$ cat src/vfid_pkg.sv
// Constants, carriers and lookup for the video format identification block
package vfid_pkg;
  localparam logic [11:0] ADDR_STD   = 12'h004;
  localparam logic [11:0] ADDR_PID_A = 12'h00C;
  localparam logic [11:0] ADDR_PID_B = 12'h00D;
  localparam logic [11:0] ADDR_AWPL  = 12'h00E;
  localparam logic [11:0] ADDR_TWPL  = 12'h00F;
  localparam logic [11:0] ADDR_TLPF  = 12'h010;
  localparam logic [11:0] ADDR_ALPF  = 12'h011;

  localparam int WPL_W = 12;
  localparam int LPF_W = 11;
  localparam int CNT_W = 13;

  localparam logic [9:0] TRS_ONES = 10'h3FF;
  localparam logic [9:0] TRS_ZERO = 10'h000;
  localparam int XYZ_F = 8;
  localparam int XYZ_V = 7;
  localparam int XYZ_H = 6;
  localparam logic [7:0] PID_DID  = 8'h41;
  localparam logic [7:0] PID_SDID = 8'h01;
  localparam logic [7:0] PID_DC   = 8'h04;
  localparam logic [1:0] PID_LAST = 2'h3;

  localparam logic [WPL_W-1:0] EAV_TAIL   = 12'h003;
  localparam logic [LPF_W-1:0] LINE_FIRST = 11'h001;
  localparam logic [LPF_W-1:0] LINE_UPD   = 11'h00C;
  localparam logic [1:0] FLY_FRAMES         = 2'h2;
  localparam logic [1:0] PID_TIMEOUT_FRAMES = 2'h2;
  localparam logic [1:0] PID_BOUNDS = PID_TIMEOUT_FRAMES + 2'h1;

  localparam logic [3:0] FMT_SDI  = 4'h6;
  localparam logic [3:0] FMT_ASI  = 4'h7;
  localparam logic [3:0] FMT_TDM  = 4'h8;
  localparam logic [3:0] FMT_NONE = 4'hF;
  localparam logic [4:0] STD_NONE = 5'h00;

  typedef struct packed {
    logic sd_mode;
    logic asi_mode;
    logic thru;
    logic smpte;
    logic lock;
  } pin_s;

  typedef struct packed {
    logic [7:0] w4;
    logic [7:0] w3;
    logic [7:0] w2;
    logic [7:0] w1;
  } pid_s;

  typedef struct packed {
    logic       unused;
    logic [4:0] code;
    logic       intl;
    logic       sync;
    logic [3:0] chroma;
    logic [3:0] luma;
  } std_status_s;

  function automatic logic [4:0] std_lookup(
    input logic [CNT_W-1:0] tot,
    input logic [WPL_W-1:0] act,
    input logic             intl,
    input logic             hd
  );
    logic [4:0] c;
    c = hd ? 5'h1D : 5'h1E;
    if (hd) begin
      case (tot)
        13'h0672: c = (act == 12'h5A0) ? 5'h01 : 5'h00;
        13'h0CE4: c = (act == 12'hB40) ? 5'h03 : 5'h02;
        13'h07BC: c = (act == 12'h6C0) ? 5'h05 : 5'h04;
        13'h0F78: c = (act == 12'hD80) ? 5'h07 : 5'h06;
        13'h101D: c = (act == 12'hE10) ? 5'h09 : 5'h08;
        13'h0898: c = intl ? 5'h0A : 5'h0B;
        13'h0A50: c = (act == 12'h900) ? (intl ? 5'h0F : 5'h0E)
                                       : (intl ? 5'h0C : 5'h0D);
        13'h0ABE: c = (act == 12'h960) ? (intl ? 5'h13 : 5'h12)
                                       : (intl ? 5'h11 : 5'h10);
        13'h0948: c = 5'h14;
        default:  c = 5'h1D;
      endcase
    end else begin
      case (tot)
        13'h06B4: c = 5'h16;
        13'h06C0: c = 5'h18;
        default:  c = 5'h1E;
      endcase
    end
    return c;
  endfunction : std_lookup
endpackage : vfid_pkg

$ cat src/payload_id_parser.sv
// Payload identifier ancillary packet parser with checksum check
`timescale 1ns/1ps
module payload_id_parser
  import vfid_pkg::*;
(
  input  wire logic       mclk_i,
  input  wire logic       nrst_i,
  input  wire logic [9:0] word_i,
  output logic            pid_valid_o,
  output pid_s            pid_o
);
  typedef enum logic [7:0] {
    P_IDLE = 8'h01, P_ADF1 = 8'h02, P_ADF2 = 8'h04, P_DID  = 8'h08,
    P_SDID = 8'h10, P_DC   = 8'h20, P_UDW  = 8'h40, P_CS   = 8'h80
  } pst_e;

  pst_e             st;
  pst_e             next_st;
  logic [8:0]       sum;
  logic [1:0]       idx;
  logic [3:0][7:0]  udw;

  always_comb begin
    next_st = P_IDLE;
    unique case (st)
      P_IDLE: next_st = (word_i == TRS_ZERO) ? P_ADF1 : P_IDLE;
      P_ADF1: next_st = (word_i == TRS_ONES) ? P_ADF2 :
                        (word_i == TRS_ZERO) ? P_ADF1 : P_IDLE;
      P_ADF2: next_st = (word_i == TRS_ONES) ? P_DID : P_IDLE;
      P_DID:  next_st = (word_i[7:0] == PID_DID) ? P_SDID : P_IDLE;
      P_SDID: next_st = (word_i[7:0] == PID_SDID) ? P_DC : P_IDLE;
      P_DC:   next_st = (word_i[7:0] == PID_DC) ? P_UDW : P_IDLE;
      P_UDW:  next_st = (idx == PID_LAST) ? P_CS : P_UDW;
      P_CS:   next_st = P_IDLE;
    endcase
  end

  always_ff @(posedge mclk_i) begin
    if (!nrst_i) begin
      st <= P_IDLE;
    end else begin
      st <= next_st;
    end
  end

  // Checksum covers the 9 low bits of DID through the last user word
  always_ff @(posedge mclk_i) begin
    if (!nrst_i) begin
      sum <= '0;
      idx <= '0;
      udw <= '0;
    end else begin
      if (st == P_DID) begin
        sum <= word_i[8:0];
        idx <= '0;
      end else if (st == P_SDID || st == P_DC || st == P_UDW) begin
        sum <= sum + word_i[8:0];
      end
      if (st == P_UDW) begin
        udw[idx] <= word_i[7:0];
        idx      <= idx + 2'h1;
      end
    end
  end

  always_ff @(posedge mclk_i) begin
    if (!nrst_i) begin
      pid_valid_o <= 1'b0;
      pid_o       <= '0;
    end else begin
      pid_valid_o <= (st == P_CS) && (word_i[8:0] == sum);
      if (st == P_CS && word_i[8:0] == sum) begin
        pid_o <= pid_s'(udw);
      end
    end
  end
endmodule : payload_id_parser

$ cat src/vid_format_ident.sv
// Video format identification status logic behind the host port
`timescale 1ns/1ps
module vid_format_ident
  import vfid_pkg::*;
(
  input  wire logic        mclk_i,
  input  wire logic        nrst_i,
  input  wire logic [9:0]  word_i,
  input  wire pin_s        pins_i,
  input  wire logic [3:0]  luma_fmt_i,
  input  wire logic [3:0]  chroma_fmt_i,
  input  wire logic [11:0] hif_addr_i,
  input  wire logic        hif_rd_i,
  input  wire logic        hif_wr_i,
  output logic [15:0]      hif_rdata_o,
  output logic             hif_ack_o
);
  pin_s             pin_meta;
  pin_s             pin_sync;
  logic             lost_id;
  logic             fmt_dflt;
  logic             hd;
  logic [9:0]       w1;
  logic [9:0]       w2;
  logic [9:0]       w3;
  logic             trs_xyz;
  logic             eav;
  logic             sav;
  logic             fbit;
  logic             vbit;
  logic [CNT_W-1:0] wcnt;
  logic [CNT_W-1:0] line_total;
  logic [WPL_W-1:0] acnt;
  logic [WPL_W-1:0] line_active;
  logic             last_v;
  logic             last_f;
  logic             frame_start;
  logic             saw_f;
  logic             interlaced;
  logic [LPF_W-1:0] lcnt;
  logic [LPF_W-1:0] frame_lines;
  logic [LPF_W-1:0] alcnt;
  logic [LPF_W-1:0] field_active;
  logic             upd;
  logic [CNT_W-1:0] prev_total;
  logic [LPF_W-1:0] prev_lines;
  logic [1:0]       fly_cnt;
  logic [4:0]       std_code;
  logic             intl_flag;
  logic             sync_flag;
  logic [3:0]       luma_fmt;
  logic [3:0]       chroma_fmt;
  logic [WPL_W-1:0] awpl;
  logic [WPL_W-1:0] twpl;
  logic [LPF_W-1:0] tlpf;
  logic [LPF_W-1:0] alpf;
  logic             pid_valid;
  pid_s             pid_new;
  logic [15:0]      pid_a;
  logic [15:0]      pid_b;
  logic [1:0]       pid_age;
  logic             pid_expire;
  std_status_s      status;
  logic [15:0]      next_rdata;

  // Pins are asynchronous to the pixel clock
  always_ff @(posedge mclk_i) begin
    if (!nrst_i) begin
      pin_meta <= '0;
      pin_sync <= '0;
    end else begin
      pin_meta <= pins_i;
      pin_sync <= pin_meta;
    end
  end

  assign lost_id  = !pin_sync.lock || !pin_sync.smpte;
  assign fmt_dflt = !pin_sync.lock || pin_sync.thru;
  assign hd       = !pin_sync.sd_mode;

  always_ff @(posedge mclk_i) begin
    if (!nrst_i) begin
      w1 <= '0;
      w2 <= '0;
      w3 <= '0;
    end else begin
      w1 <= word_i;
      w2 <= w1;
      w3 <= w2;
    end
  end

  assign trs_xyz = (w3 == TRS_ONES) && (w2 == TRS_ZERO) &&
                   (w1 == TRS_ZERO);
  assign eav  = trs_xyz && word_i[XYZ_H];
  assign sav  = trs_xyz && !word_i[XYZ_H];
  assign fbit = word_i[XYZ_F];
  assign vbit = word_i[XYZ_V];

  // Word counts: XYZ to XYZ is a total line; SAV to EAV less the
  // three leading EAV words is the active part
  always_ff @(posedge mclk_i) begin
    if (!nrst_i) begin
      wcnt        <= '0;
      acnt        <= '0;
      line_total  <= '0;
      line_active <= '0;
    end else begin
      wcnt <= eav ? '0 : wcnt + 1'b1;
      acnt <= sav ? '0 : acnt + 1'b1;
      if (eav) begin
        line_total  <= wcnt + 1'b1;
        line_active <= acnt - EAV_TAIL;
      end
    end
  end

  // Frame begins on the first blanking line of field one
  assign frame_start = eav && vbit && !fbit && (!last_v || last_f);
  assign upd         = eav && (lcnt == LINE_UPD);

  always_ff @(posedge mclk_i) begin
    if (!nrst_i) begin
      last_v       <= 1'b0;
      last_f       <= 1'b0;
      lcnt         <= '0;
      frame_lines  <= '0;
      alcnt        <= '0;
      field_active <= '0;
      saw_f        <= 1'b0;
      interlaced   <= 1'b0;
    end else if (eav) begin
      last_v <= vbit;
      last_f <= fbit;
      if (frame_start) begin
        lcnt         <= LINE_FIRST;
        frame_lines  <= lcnt;
        field_active <= alcnt;
        alcnt        <= '0;
        interlaced   <= saw_f;
        saw_f        <= 1'b0;
      end else begin
        lcnt <= lcnt + 1'b1;
        if (!vbit && !fbit) begin
          alcnt <= alcnt + 1'b1;
        end
        if (fbit) begin
          saw_f <= 1'b1;
        end
      end
    end
  end

  // Flywheel counts frames whose raster repeats exactly
  always_ff @(posedge mclk_i) begin
    if (!nrst_i) begin
      prev_total <= '0;
      prev_lines <= '0;
      fly_cnt    <= '0;
    end else if (lost_id) begin
      fly_cnt <= '0;
    end else if (frame_start) begin
      prev_total <= line_total;
      prev_lines <= lcnt;
      if (line_total == prev_total && lcnt == prev_lines) begin
        if (fly_cnt != FLY_FRAMES) begin
          fly_cnt <= fly_cnt + 2'h1;
        end
      end else begin
        fly_cnt <= '0;
      end
    end
  end

  always_ff @(posedge mclk_i) begin
    if (!nrst_i) begin
      std_code  <= STD_NONE;
      intl_flag <= 1'b0;
      sync_flag <= 1'b0;
    end else if (lost_id) begin
      std_code  <= STD_NONE;
      intl_flag <= 1'b0;
      sync_flag <= 1'b0;
    end else begin
      if (upd) begin
        std_code <= std_lookup(line_total, line_active,
                               interlaced, hd);
      end
      intl_flag <= interlaced;
      sync_flag <= (fly_cnt == FLY_FRAMES);
    end
  end

  // Unknown upstream codes fall back to plain serial video
  always_ff @(posedge mclk_i) begin
    if (!nrst_i) begin
      luma_fmt   <= FMT_NONE;
      chroma_fmt <= FMT_NONE;
    end else if (fmt_dflt) begin
      luma_fmt   <= FMT_NONE;
      chroma_fmt <= FMT_NONE;
    end else begin
      if (pin_sync.asi_mode) begin
        luma_fmt <= FMT_ASI;
      end else if (luma_fmt_i > FMT_TDM) begin
        luma_fmt <= FMT_SDI;
      end else begin
        luma_fmt <= luma_fmt_i;
      end
      if (!hd || pin_sync.asi_mode) begin
        chroma_fmt <= FMT_NONE;
      end else if (chroma_fmt_i > FMT_TDM) begin
        chroma_fmt <= FMT_SDI;
      end else begin
        chroma_fmt <= chroma_fmt_i;
      end
    end
  end

  always_ff @(posedge mclk_i) begin
    if (!nrst_i) begin
      awpl <= '0;
      twpl <= '0;
      tlpf <= '0;
      alpf <= '0;
    end else if (upd) begin
      awpl <= line_active;
      twpl <= line_total[WPL_W-1:0];
      tlpf <= frame_lines;
      alpf <= field_active;
    end
  end

  payload_id_parser u_parser (
    .mclk_i      (mclk_i),
    .nrst_i      (nrst_i),
    .word_i      (word_i),
    .pid_valid_o (pid_valid),
    .pid_o       (pid_new)
  );

  // Age counts frame boundaries since the last good packet; the third
  // boundary closes the second complete frame
  assign pid_expire = frame_start && (pid_age == PID_TIMEOUT_FRAMES);

  always_ff @(posedge mclk_i) begin
    if (!nrst_i) begin
      pid_age <= '0;
    end else if (pid_valid) begin
      pid_age <= '0;
    end else if (frame_start && pid_age != PID_BOUNDS) begin
      pid_age <= pid_age + 2'h1;
    end
  end

  // A packet landing with the timeout wins over the clear
  always_ff @(posedge mclk_i) begin
    if (!nrst_i) begin
      pid_a <= '0;
      pid_b <= '0;
    end else if (lost_id) begin
      pid_a <= '0;
      pid_b <= '0;
    end else if (pid_valid) begin
      pid_a <= {pid_new.w2, pid_new.w1};
      pid_b <= {pid_new.w4, pid_new.w3};
    end else if (pid_expire) begin
      pid_a <= '0;
      pid_b <= '0;
    end
  end

  always_comb begin
    status        = '0;
    status.code   = std_code;
    status.intl   = intl_flag;
    status.sync   = sync_flag;
    status.chroma = chroma_fmt;
    status.luma   = luma_fmt;
  end

  always_comb begin
    next_rdata = '0;
    case (hif_addr_i)
      ADDR_STD:   next_rdata = status;
      ADDR_PID_A: next_rdata = pid_a;
      ADDR_PID_B: next_rdata = pid_b;
      ADDR_AWPL:  next_rdata = {4'h0, awpl};
      ADDR_TWPL:  next_rdata = {4'h0, twpl};
      ADDR_TLPF:  next_rdata = {5'h00, tlpf};
      ADDR_ALPF:  next_rdata = {5'h00, alpf};
      default:    next_rdata = '0;
    endcase
  end

  // Writes are acknowledged but store nothing
  always_ff @(posedge mclk_i) begin
    if (!nrst_i) begin
      hif_rdata_o <= '0;
      hif_ack_o   <= 1'b0;
    end else begin
      hif_ack_o <= hif_rd_i || hif_wr_i;
      if (hif_rd_i) begin
        hif_rdata_o <= next_rdata;
      end
    end
  end
endmodule : vid_format_ident

$ cat config.mk
export PLATFORM = sky130hd
export DESIGN_NAME = vid_format_ident
export DESIGN_NICKNAME = d
export VERILOG_FILES = /design/src/vfid_pkg.sv /design/src/payload_id_parser.sv /design/src/vid_format_ident.sv
export SDC_FILE = /design/constraint.sdc
export NUM_CORES = 1
export LEC_CHECK = 0
export ABC_AREA = 0
export BUFFER_PORTS_ARGS = -buffer_cell sky130_fd_sc_hd__buf_4
export CORE_AREA = 2 2 164 166
export DETAILED_ROUTE_END_ITERATION = 7
export DIE_AREA = 0 0 166 168
export PLACE_DENSITY_LB_ADDON = 0.1
export SLEW_MARGIN = 20
export SYNTH_ARGS = -nofsm -noshare
export SYNTH_HDL_FRONTEND = slang
export SYNTH_SLANG_ARGS = --single-unit
$ cat constraint.sdc
create_clock -name mclk_i -period 3.5 [get_ports mclk_i]
set_clock_uncertainty 0.05 [all_clocks]
set_input_delay 0 -clock mclk_i [delete_from_list [all_inputs] [get_ports mclk_i]]
set_output_delay 0 -clock mclk_i [all_outputs]
set_load 0.01 [all_outputs]
==> flow_metrics.tcl <==
set metrics [dict create \
    required_ps 3850 \
    path_class "flop to flop" \
    cp_max_fo 49 \
    yosysWarningCount 0 \
    r2r_slack_ps 590 \
    cpMaxStageDelayCell "or4_4" \
    cts_tree "yes" \
    grt_use_total_pct 27.67 \
    post-route-period-util_pct 83.15 \
    dp_hpwl_mm 26.00 \
    drtIter0Drc 1133 \
    post_route_cells_drive_above_1_share_pct 10.06 \
    dr.pass1.iters 8 \
    grtUsageMet3_pct 3.644 \
    layout_commonest_cell "dfxtp_1" \
    rows 60 \
    crit_path_end "twpl[5]" \
    synth_area_per_cell_um2 8.880 \
    finalCriticalPeriod_ps 2910 \
    synth_nets 1791 \
    die_x_um 166 \
    power_per_cell_area_nw_per_um2 486.1 \
    tns_ps 0 \
    antenna_found_initial 0 \
    wirelength_mm 39.10 \
    synth_edf_count 0 \
    async_flop_share_pct 0 \
    grt-busiest-layer "met2" \
    via_per_inst 5.843 \
    synth_cells 1731 \
    maxSlewHeadroom_pct 40.19 \
    final_nets 1841 \
    grt_pass1_wl_mm 63.00 \
    hold_viol_final 0 \
    drcViolationCount 0 \
    cts-root-buf "clkbuf_16" \
    r2r-start "w2[1]" \
    seq_area_frac_synth_pct 46.89 \
    wl_per_cell_um 18.18 \
    max_freq_mhz 343.6 \
    ios 56 \
    p_leak_nw 6.707 \
    hold_path_class "input port to flop" \
    met1_usage_pct 40.08 \
    use_met2_pct 43.28 \
    first_global_vias 11958 \
    cts_buffer_depth 3 \
    max_stage_delay_ps 580 \
    synth_area_um2 15370 \
    layout_setup_ws_ps 589.6 \
    dp_cells 2042 \
    fp.dieH_um 168 \
    outcome "completed" \
    slew_viol_final 0 \
    grt_start_max_net_pins 102 \
    via_count 12568 \
    startpoint "w2[1]" \
    synth_flop_cell "dfxtp_1" \
    layout_common_cells "dfxtp_1, nand2_1, a21boi_0, buf_4, nor2_1" \
    stdcell_count 2151 \
    clk_latency_ps 520 \
    h-tree-depth 2 \
    ant_nets 0 \
    clkSinkCount 360 \
    critPathArrivalTime_ps 3260 \
    start_kind "flop" \
    gr-total-overflow 0 \
    portBuffers 55 \
    antenna_cells 0 \
    cp-end-kind "flop" \
    yosysUniqueCellTypes 68 \
    cts.repair.resized 0 \
    irDropWorstVdd_mv 0.4057 \
    pre_cts_ws_ps 605.5 \
    path_clk_slew_ps 60 \
    synth-seq-cells 360 \
    core_um2 26350 \
    worst_pin_slew_ps 897.2 \
    drv_cap 0 \
    die_area_um2 27890 \
    grt_setup_unrepaired "no" \
    cts_made_buffers 39 \
    p_total_w 0.008646 \
    path_cells "or4_1 > or4_4 > or2_1 > or3_1 > buf_4 > nand2_1 > a21boi_0" \
    setup_viol 0 \
    r2r-end "twpl[5]" \
    start_util_pct 58.33 \
    syn2layout_area_growth_pct 15.72 \
    reg2reg_depth 7 \
    final_util_pct 67.50 \
    post-cts-setup-buffer-count 0 \
    gp_congestion 0.8908 \
]
-- final cells by class --
| type | count | area, um^2 |
|---|---|---|
| clock inverters | 21 | 231.5 |
| well taps | 341 | 426.7 |
| inverters | 22 | 82.58 |
| clock buffers | 49 | 1085 |
| flip-flops and latches | 360 | 7207 |
| multi-input cells | 1225 | 7642 |
| fillers | 2170 | 8563 |
| repair buffers | 133 | 1112 |
-- metal layers --
| layer | share of wire, % | vias up |
|---|---|---|
| li1 | - | 6113 |
| met1 | 48 | 6009 |
| met2 | 44 | 371 |
| met3 | 5.6 | 75 |
| met4 | 2.3 | 0 |
| met5 | 0 | - |
-- worst min-delay path by stage --
stage | slack [ps] | depth (start not counted) | endpoint | from
after global placement | 150 | 2 | hif_ack_o | hif_wr_i
after floorplan | 40 | 1 | chroma_fmt[3] | chroma_fmt_i[2]
after detailed placement | 160 | 2 | hif_ack_o | hif_wr_i
final | 40 | 5 | hif_rdata_o[11] | hif_addr_i[4]
after CTS | 20 | 5 | hif_rdata_o[11] | hif_addr_i[3]
after global routing | 50 | 5 | hif_rdata_o[11] | hif_addr_i[4]
-- sequential cells by signal, summed over array words and instances, names as in the netlist, 13 cells and up --
name,count
line_total,13
u_parser.pid_o,32
wcnt,13
hif_rdata_o,16
pid_b,16
pid_a,16
u_parser.udw,32
prev_total,13
-- logic make-up (layout without fill, tap and decap cells) --
logic type | after synthesis | count (layout) | share of synthesized area [%]
and+or+nand+nor | 707 | 707 | 22.70
AOI/OAI and AO/OA | 374 | 374 | 17.52
DFF | 360 | 360 | 46.89
buffers and inverters | 146 | 225 | 3.712
xor gates and xnor gates | 73 | 73 | 4.160
muxes | 50 | 50 | 3.264
adders and majority gates | 21 | 21 | 1.758
-- per-stage QoR --
stage,hold slack (ps),instance area [um^2]
final,42.95,17790
after CTS,22.54,17790
after detailed placement,156.8,16080
after global placement,147.7,16080
after floorplan,39.38,15370
after global routing,49.92,17790
-- timing repair --
action / CTS / global route
hold endpoints to repair: 152 / 0
setup endpoints to repair: 0 / 0
hold buffers: 39 / 0
-- where the power goes --
group          total (W)  internal [W]  switching, W
Combinational   0.000310      0.000146      0.000163
Sequential       0.00416       0.00413     0.0000270
Clock            0.00418       0.00250       0.00167
Total            0.00865       0.00678       0.00186
-- worst max-delay path: cells and delay by family, from the launching register on --
kind	cells	cell delay (ps)
flops	1	300
buf+inv	1	300
compound gates	1	90
simple gates	5	2010
-- Yosys cell counts, types with 22 or more instances --
| library cell | number | area share (%) |
|---|---|---|
| dfxtp_1 | 360 | 47 |
| nand2_1 | 306 | 7.5 |
| a21boi_0 | 120 | 5.9 |
| clkbuf_1 | 106 | 2.6 |
| nor2_1 | 82 | 2.0 |
| nand3_1 | 62 | 2.0 |
| o21ai_0 | 56 | 1.8 |
| mux2i_1 | 49 | 3.2 |
| and2_1 | 48 | 2.0 |
| xor2_1 | 45 | 2.6 |
| a21oi_1 | 44 | 1.4 |
| nor2b_1 | 42 | 1.7 |
| o211a_1 | 33 | 2.1 |
| a22o_1 | 31 | 1.8 |
| xnor2_1 | 28 | 1.6 |
| a22oi_1 | 25 | 1.2 |
| nor4_1 | 23 | 0.94 |
| inv_1 | 22 | 0.54 |
| nand4_1 | 22 | 0.90 |
(Power assumes the default switching activity.)
